==> src/adc_seq_pkg.sv <==
// Constants, types and decode functions for the converter sequencer
`default_nettype none
package adc_seq_pkg;
	// Register byte offsets
	localparam logic [7:0] OFF_MAIN = 8'h00;
	localparam logic [7:0] OFF_PORT = 8'h04;
	localparam logic [7:0] OFF_TIMING = 8'h08;
	localparam logic [7:0] OFF_RES_HI = 8'h0C;
	localparam logic [7:0] OFF_RES_LO = 8'h10;
	localparam logic [7:0] OFF_FLAG = 8'h14;
	// Field positions
	localparam int MAIN_ON_BIT = 0;
	localparam int MAIN_GO_BIT = 1;
	localparam int MAIN_CHAN_LSB = 2;
	localparam int FLAG_DONE_BIT = 6;
	localparam int TIM_JUSTIFY_BIT = 7;
	localparam int TIM_ACQ_LSB = 3;
	localparam int TIM_CLK_LSB = 0;
	// Values after reset
	localparam logic [3:0] RST_CHAN = 4'h0;
	localparam logic [5:0] RST_PORT = 6'h00;
	localparam logic [7:0] RST_TIMING = 8'h00;
	// Writable bits of the timing register, bit 6 is unused
	localparam logic [7:0] TIMING_MASK = 8'hBF;
	// Sequence lengths in bit periods
	localparam logic [4:0] CONV_TADS = 5'd11;
	localparam logic [4:0] HOLDOFF_TADS = 5'd2;
	// Instruction cycle delay ahead of the RC clock
	localparam int CLK_PERIOD_NS = 25;
	localparam int INSTR_CYCLE_NS = 100;
	localparam logic [2:0] DELAY_CLKS = 3'((INSTR_CYCLE_NS + CLK_PERIOD_NS - 1) / CLK_PERIOD_NS);

	typedef enum logic [2:0] {
		ST_IDLE = 3'b000,
		ST_DELAY = 3'b001,
		ST_ACQ = 3'b010,
		ST_CONV = 3'b011,
		ST_HOLDOFF = 3'b100
	} state_t;

	// Acquisition length in bit periods
	function automatic logic [4:0] acq_tads(input logic [2:0] code);
		case (code)
			3'b111: acq_tads = 5'd20;
			3'b110: acq_tads = 5'd16;
			3'b101: acq_tads = 5'd12;
			3'b100: acq_tads = 5'd8;
			3'b011: acq_tads = 5'd6;
			3'b010: acq_tads = 5'd4;
			3'b001: acq_tads = 5'd2;
			default: acq_tads = 5'd0;
		endcase
	endfunction : acq_tads

	// Last divider count of one bit period
	function automatic logic [5:0] tad_last(input logic [2:0] code);
		case (code)
			3'b000: tad_last = 6'd1;
			3'b001: tad_last = 6'd7;
			3'b010: tad_last = 6'd31;
			3'b100: tad_last = 6'd3;
			3'b101: tad_last = 6'd15;
			3'b110: tad_last = 6'd63;
			default: tad_last = 6'd1;
		endcase
	endfunction : tad_last

	function automatic logic use_rc(input logic [2:0] code);
		use_rc = (code[1:0] == 2'b11);
	endfunction : use_rc
endpackage : adc_seq_pkg
`default_nettype wire

==> src/adc_acquire_convert_sequencer.sv <==
// APB-controlled acquisition and conversion sequencer for a 10-bit SAR converter
`timescale 1ns/1ps
`default_nettype none
module adc_acquire_convert_sequencer
	import adc_seq_pkg::*;
(
	// Clock and reset
	input wire logic pclk,
	input wire logic presetn,
	// APB slave
	input wire logic psel,
	input wire logic penable,
	input wire logic pwrite,
	input wire logic [7:0] paddr,
	input wire logic [31:0] pwdata,
	output logic [31:0] prdata,
	output logic pready,
	output logic pslverr,
	// Converter core
	input wire logic rc_clk_in,
	input wire logic compare_high,
	output logic sample_connect,
	output logic [9:0] trial_code,
	output logic converter_on,
	output logic [3:0] channel_select,
	output logic [5:0] port_config
);
	////////////////////////////////////////////////////////////////////////
	state_t state_q;
	logic on_q, go_q, flag_q;
	logic [3:0] chan_q, bit_idx;
	logic [5:0] port_q, div_cnt_q;
	logic [7:0] timing_q, res_hi_q, res_lo_q;
	logic [31:0] prdata_q, rd_mux;
	logic [9:0] sar_q;
	logic [4:0] tad_cnt_q;
	logic [2:0] dly_cnt_q, acq_code, clk_code;
	logic rc_meta_q, rc_sync_q, rc_prev_q;
	logic access, mapped, wr_en, tick, done, abort;
	assign acq_code = timing_q[TIM_ACQ_LSB +: 3];
	assign clk_code = timing_q[TIM_CLK_LSB +: 3];
	////////////////////////////////////////////////////////////////////////
	// APB decode, zero wait states
	assign access = psel & penable;
	assign mapped = paddr inside {OFF_MAIN, OFF_PORT, OFF_TIMING, OFF_RES_HI, OFF_RES_LO, OFF_FLAG};
	assign wr_en = access & pwrite & mapped;
	assign pready = 1'b1;
	assign pslverr = access & ~mapped;
	assign prdata = prdata_q;
	always_comb
	begin
		rd_mux = 32'h0000_0000;
		case (paddr)
			OFF_MAIN: rd_mux[5:0] = {chan_q, go_q, on_q};
			OFF_PORT: rd_mux[5:0] = port_q;
			OFF_TIMING: rd_mux[7:0] = timing_q & TIMING_MASK;
			OFF_RES_HI: rd_mux[7:0] = res_hi_q;
			OFF_RES_LO: rd_mux[7:0] = res_lo_q;
			OFF_FLAG: rd_mux[FLAG_DONE_BIT] = flag_q;
			default: rd_mux = 32'h0000_0000;
		endcase
	end
	// Read data captured in the setup cycle, stable through access
	always_ff @(posedge pclk or negedge presetn)
	begin
		if (!presetn)
			prdata_q <= 32'h0000_0000;
		else if (psel & ~penable & ~pwrite)
			prdata_q <= rd_mux;
	end
	////////////////////////////////////////////////////////////////////////
	// Control registers
	always_ff @(posedge pclk or negedge presetn)
	begin
		if (!presetn)
		begin
			on_q <= 1'b0;
			chan_q <= RST_CHAN;
			port_q <= RST_PORT;
			timing_q <= RST_TIMING;
		end
		else if (wr_en)
		begin
			if (paddr == OFF_MAIN)
			begin
				on_q <= pwdata[MAIN_ON_BIT];
				chan_q <= pwdata[MAIN_CHAN_LSB +: 4];
			end
			if (paddr == OFF_PORT)
				port_q <= pwdata[5:0];
			if (paddr == OFF_TIMING)
				timing_q <= pwdata[7:0] & TIMING_MASK;
		end
	end
	// Go/done: completion clears it, a software write of 1 wins
	always_ff @(posedge pclk or negedge presetn)
	begin
		if (!presetn)
			go_q <= 1'b0;
		else if (wr_en & (paddr == OFF_MAIN))
			go_q <= pwdata[MAIN_GO_BIT];
		else if (done | ~on_q)
			go_q <= 1'b0;
	end
	// Completion flag, hardware set wins over software clear
	always_ff @(posedge pclk or negedge presetn)
	begin
		if (!presetn)
			flag_q <= 1'b0;
		else if (done)
			flag_q <= 1'b1;
		else if (wr_en & (paddr == OFF_FLAG))
			flag_q <= pwdata[FLAG_DONE_BIT];
	end
	// Result pair, deliberately without reset
	always_ff @(posedge pclk)
	begin
		if (done)
		begin
			if (timing_q[TIM_JUSTIFY_BIT])
			begin
				res_hi_q <= {6'h00, sar_q[9:8]};
				res_lo_q <= sar_q[7:0];
			end
			else
			begin
				res_hi_q <= sar_q[9:2];
				res_lo_q <= {sar_q[1:0], 6'h00};
			end
		end
		else if (wr_en & (paddr == OFF_RES_HI))
			res_hi_q <= pwdata[7:0];
		else if (wr_en & (paddr == OFF_RES_LO))
			res_lo_q <= pwdata[7:0];
	end
	////////////////////////////////////////////////////////////////////////
	// Bit period source
	always_ff @(posedge pclk or negedge presetn)
	begin
		if (!presetn)
		begin
			rc_meta_q <= 1'b0;
			rc_sync_q <= 1'b0;
			rc_prev_q <= 1'b0;
		end
		else
		begin
			rc_meta_q <= rc_clk_in;
			rc_sync_q <= rc_meta_q;
			rc_prev_q <= rc_sync_q;
		end
	end
	// Divider restarts with each sequence so the first period is full
	always_ff @(posedge pclk or negedge presetn)
	begin
		if (!presetn)
			div_cnt_q <= 6'd0;
		else if ((state_q == ST_IDLE) | (state_q == ST_DELAY) | tick)
			div_cnt_q <= 6'd0;
		else
			div_cnt_q <= div_cnt_q + 6'd1;
	end
	assign tick = use_rc(clk_code) ? (rc_sync_q & ~rc_prev_q) : (div_cnt_q == tad_last(clk_code));
	////////////////////////////////////////////////////////////////////////
	// Sequencer
	assign abort = ~go_q & ((state_q == ST_DELAY) | (state_q == ST_ACQ) | (state_q == ST_CONV));
	assign done = (state_q == ST_CONV) & go_q & tick & (tad_cnt_q == CONV_TADS - 5'd1);
	assign bit_idx = 4'd9 - tad_cnt_q[3:0];
	always_ff @(posedge pclk or negedge presetn)
	begin
		if (!presetn)
		begin
			state_q <= ST_IDLE;
			tad_cnt_q <= 5'd0;
			dly_cnt_q <= 3'd0;
			sar_q <= 10'h000;
		end
		else if (!on_q)
		begin
			state_q <= ST_IDLE;
			tad_cnt_q <= 5'd0;
		end
		else if (abort)
		begin
			state_q <= ST_HOLDOFF;
			tad_cnt_q <= 5'd0;
		end
		else
		begin
			case (state_q)
				ST_IDLE:
				begin
					tad_cnt_q <= 5'd0;
					dly_cnt_q <= 3'd0;
					sar_q <= 10'h200;
					if (go_q)
					begin
						if (use_rc(clk_code))
							state_q <= ST_DELAY;
						else if (acq_code != 3'b000)
							state_q <= ST_ACQ;
						else
							state_q <= ST_CONV;
					end
				end
				ST_DELAY:
				begin
					dly_cnt_q <= dly_cnt_q + 3'd1;
					if (dly_cnt_q == DELAY_CLKS - 3'd1)
						state_q <= (acq_code != 3'b000) ? ST_ACQ : ST_CONV;
				end
				ST_ACQ:
				begin
					if (tick)
					begin
						if (tad_cnt_q == acq_tads(acq_code) - 5'd1)
						begin
							state_q <= ST_CONV;
							tad_cnt_q <= 5'd0;
						end
						else
							tad_cnt_q <= tad_cnt_q + 5'd1;
					end
				end
				ST_CONV:
				begin
					if (tick)
					begin
						if (tad_cnt_q == CONV_TADS - 5'd1)
						begin
							state_q <= ST_HOLDOFF;
							tad_cnt_q <= 5'd0;
						end
						else
						begin
							tad_cnt_q <= tad_cnt_q + 5'd1;
							if (!compare_high)
								sar_q[bit_idx] <= 1'b0;
							if (bit_idx != 4'd0)
								sar_q[bit_idx - 4'd1] <= 1'b1;
						end
					end
				end
				ST_HOLDOFF:
				begin
					if (tick)
					begin
						if (tad_cnt_q == HOLDOFF_TADS - 5'd1)
							state_q <= ST_IDLE;
						else
							tad_cnt_q <= tad_cnt_q + 5'd1;
					end
				end
				default: state_q <= ST_IDLE;
			endcase
		end
	end
	// Capacitor tracks the input while the converter is on, except while converting or discharging
	assign sample_connect = on_q & (state_q inside {ST_IDLE, ST_DELAY, ST_ACQ});
	assign trial_code = sar_q;
	assign converter_on = on_q;
	assign channel_select = chan_q;
	assign port_config = port_q;
endmodule : adc_acquire_convert_sequencer
`default_nettype wire

==> config.mk <==
export PLATFORM = sky130hd
export DESIGN_NAME = adc_acquire_convert_sequencer
export DESIGN_NICKNAME = d
export VERILOG_FILES = /design/src/adc_seq_pkg.sv /design/src/adc_acquire_convert_sequencer.sv
export SDC_FILE = /design/constraint.sdc
export NUM_CORES = 1
export LEC_CHECK = 0
export ABC_AREA = 0
export BUFFER_PORTS_ARGS = -buffer_cell sky130_fd_sc_hd__clkbuf_2
export CAP_MARGIN = 20
export CORE_AREA = 2 2 117 119
export CTS_CLUSTER_SIZE = 40
export DETAILED_ROUTE_END_ITERATION = 8
export DIE_AREA = 0 0 119 121
export HOLD_SLACK_MARGIN = 0.1
export PLACE_DENSITY = 0.55
export SLEW_MARGIN = 30
export SYNTH_ARGS = -nofsm -noshare
export SYNTH_HDL_FRONTEND = slang
export SYNTH_SLANG_ARGS = --single-unit
==> constraint.sdc <==
create_clock -name pclk -period 2.8 [get_ports pclk]
set_clock_uncertainty 0.15 [all_clocks]
set_input_delay 0.56 -clock pclk [delete_from_list [all_inputs] [get_ports pclk]]
set_output_delay 0.56 -clock pclk [all_outputs]
set_load 0.1 [all_outputs]
==> out/metrics.csv <==
stage,metric,value,unit
critical_path,worstPathBufferInverterCount,0,
pwr,p_leak,2.309,nW
cts,tritoncts,built,
final_layout,register_area,1932,sq um
routing,via_per_inst,5.121,
routing,wl_per_cell,16.65,um
critical_path,cp.required,2.86,ns
cts,cts_root_buf,clkbuf_16,
pwr,p_total,2.675,mW
routing,drc,0,
yosys,async_reset_ff_share,78.38,%
timing,worstMarginPinSlew,0.5528,ns
critical_path,critPathArrivalTime,2.73,ns
floorplanning,dieArea,14400,sq um
cts,cts_made_buffers,9,
floorplanning,io_pins,103,
run_status,status,"finished, final reports clean",
final_layout,drive_gt1_share,27.65,%
critical_path,critPathMaxFanout,26,
job,drv_cap,0,
routing,drtIter0Drc,269,
floorplanning,initial_utilization,34.58,%
floorplanning,die_x,119,um
grt,antenna_found_initial,0,
timing,setup_violations,0,
grt,grt_pass1_wl,18720,um
timing,rsz0062_at_grt,false,
pwr,vdd_drop_max,211.2,uV
yosys,netlist-cell-type-count,71,
grt,grt_max_degree,42,
routing,drt_wl_total,11420,um
routing,vias,3513,
timing,finalHoldViolCount,0,
yosys,synth-seq-cells,74,
yosys,yosys_warnings,0,
grt,grt_pass1_vias,3621,
critical_path,rr_worst_depth,6,
placement,gp_congestion,0.8505,
final_layout,antenna_cells,0,
grt,gr-total-overflow,0,
routing,detail-route-antenna-nets,0,
final_layout,syn_to_final_growth,17.17,%
timing,maxSlewHeadroom,63.30,%
critical_path,worst_path_largest_cell_delay,0.54,ns
timing,layout_min_cycle_time,2.667,ns
final_layout,num-fill-cells,1324,
critical_path,critPathCaptureType,register,
yosys,synth_top_flop_cell,dfrtp_1,
cts,clkTransAtPathRegs,0.06,ns
routing,dr.pass1.iters,4,
yosys,syn-cell-area,4524,sq um
yosys,synthCells,442,
grt,grt_use_total,16.79,%
critical_path,cpLargestDelayFamily,compound AO/OA/AOI/OAI gates,
floorplanning,dieHeight,121,um
final_layout,layout.nets,563,
yosys,synth-edff-count,16,
cts,htree_levels,3,
cts,cts_setup_buffers,0,
floorplanning,core,13090,sq um
floorplanning,rows,42,
critical_path,worst-path-stages,6,
yosys,seq_area_frac_synth,42.70,%
timing,finalSetupTns,0,ns
min_path,min_path_cells,1,
timing,fmax,375.0,MHz
critical_path,critical_path_class,reg -> reg,
critical_path,critPathSlowestCell,dfrtp_1,
yosys,syn-mean-instance-area,10.24,sq um
timing,whs,0.1807,ns
placement,hpwlAfterDp,8578,um
cts,cts.sinks,74,
cts,cts_buffer_depth,2,
final_layout,multi_input_area,2344,sq um
pwr,powerDensity,504.6,nW/um^2
timing,maxSlewViolCount,0,
timing,fin_crit_sh,95.24,%
final_layout,utilization,40.51,%
placement,portBuffers,53,
min_path,hp-class,in -> reg,
cts,clk_latency,0.34,ns
critical_path,cp_cell_sequence,nor2b_1 -> o32ai_1 -> o32a_4 -> nand4_4 -> nor2_1 -> a22o_1,
critical_path,critPathLaunchType,register,
per-layer routing:
metal	GRT usage (%)	wire length (um)
met1	21.61	5271
met2	27.41	5408
met3	2.914	427
met4	8.185	312
met5	0	0
cell families (layout without fill, tap and decap cells):
logic type | Yosys count | after routing | share of synthesized area [%]
simple gates | 148 | 148 | 17.78
compound gates | 95 | 95 | 16.29
flops | 74 | 74 | 42.70
buf+inv | 64 | 109 | 8.186
mux | 37 | 37 | 9.707
fa+ha+maj | 11 | 11 | 3.042
xor+xnor | 11 | 11 | 2.129
other cells | 2 | 25 | 0.1660
registers in the layout (all words and copies together) (netlist names), 3 cells and up:
register        flops
dly_cnt_q           3
prdata              8
port_config         6
timing_q            7
tad_cnt_q           5
div_cnt_q           6
channel_select      4
res_lo_q            8
state_q             3
res_hi_q            8
trial_code         10
where the power goes:
| part | internal (mW) | switching [mW] |
|---|---|---|
| clock | 0.685 | 0.442 |
| sequential | 1.12 | 0.0116 |
| combinational | 0.0608 | 0.354 |
| total | 1.87 | 0.808 |
worst paths after layout:
check | startpoint | endpoint | slack (ns)
setup / recovery | timing_q[0] | res_hi_q[2] | 0.13
hold / removal | rc_clk_in | rc_meta_q | 0.18
setup reg to reg | timing_q[0] | res_hi_q[2] | 0.13
hold reg to reg | rc_meta_q | rc_sync_q | 0.19
max in group asynchronous | presetn | state_q[0] | 1.32
min in group asynchronous | presetn | prdata[6] | 0.57
area by class of cell:
cell class / instances / area share [%]
inverters: 19 / 1.345
flip-flops and latches: 74 / 36.44
clock buffers: 12 / 4.461
clock inverters: 4 / 0.8497
well taps: 176 / 4.154
multi-input cells: 327 / 44.21
repair buffers: 74 / 8.544
timing repair:
item | in CTS | in global routing
resized for setup | 0 | 2
setup endpoints to repair | 0 | 3
hold buffers | 1 | 0
hold endpoints to repair | 17 | 0
cell usage after synthesis, types with 10 or more instances:
library cell / number / area share [%]
buf_4: 27 / 4.5
nor2_1: 27 / 2.2
a22o_1: 10 / 1.9
inv_1: 19 / 1.6
o21ai_0: 18 / 2.0
mux2_2: 23 / 5.7
nor3_1: 11 / 1.2
nand3_1: 13 / 1.4
edfxtp_1: 16 / 11
nand2_1: 44 / 3.7
dfrtp_1: 58 / 32
ha_1: 11 / 3.0
a21oi_1: 11 / 1.2
per-stage QoR:
stage	cells	cell area, sq um	setup WS, ns
4_1_cts	686	5289	0.1404
3_5_place_dp	669	4997	0.1645
3_3_place_gp	669	4997	0.2089
2_1_floorplan	465	4633	0.04305
6_report	686	5301	0.1333
5_1_grt	686	5301	0.01743
placed cells by master (no fill, tap or decap), types with 4 or more instances in the layout:
cell type	n
clkbuf_2	52
nor3_1	10
o31ai_1	5
mux2i_1	9
nand2_1	44
clkbuf_16	9
o21ai_0	18
nand3_1	13
nand2b_1	4
xnor2_1	6
inv_1	19
xor2_1	5
buf_4	19
mux2_2	23
a21oi_1	10
edfxtp_1	16
nand4_1	4
nand3b_1	4
nor2b_1	6
o221ai_1	4
o22ai_1	8
a211oi_2	8
dfrtp_1	58
ha_1	11
nor3b_1	4
nor2_1	27
conb_1	25
a22o_1	10
(Power assumes the default switching activity.)
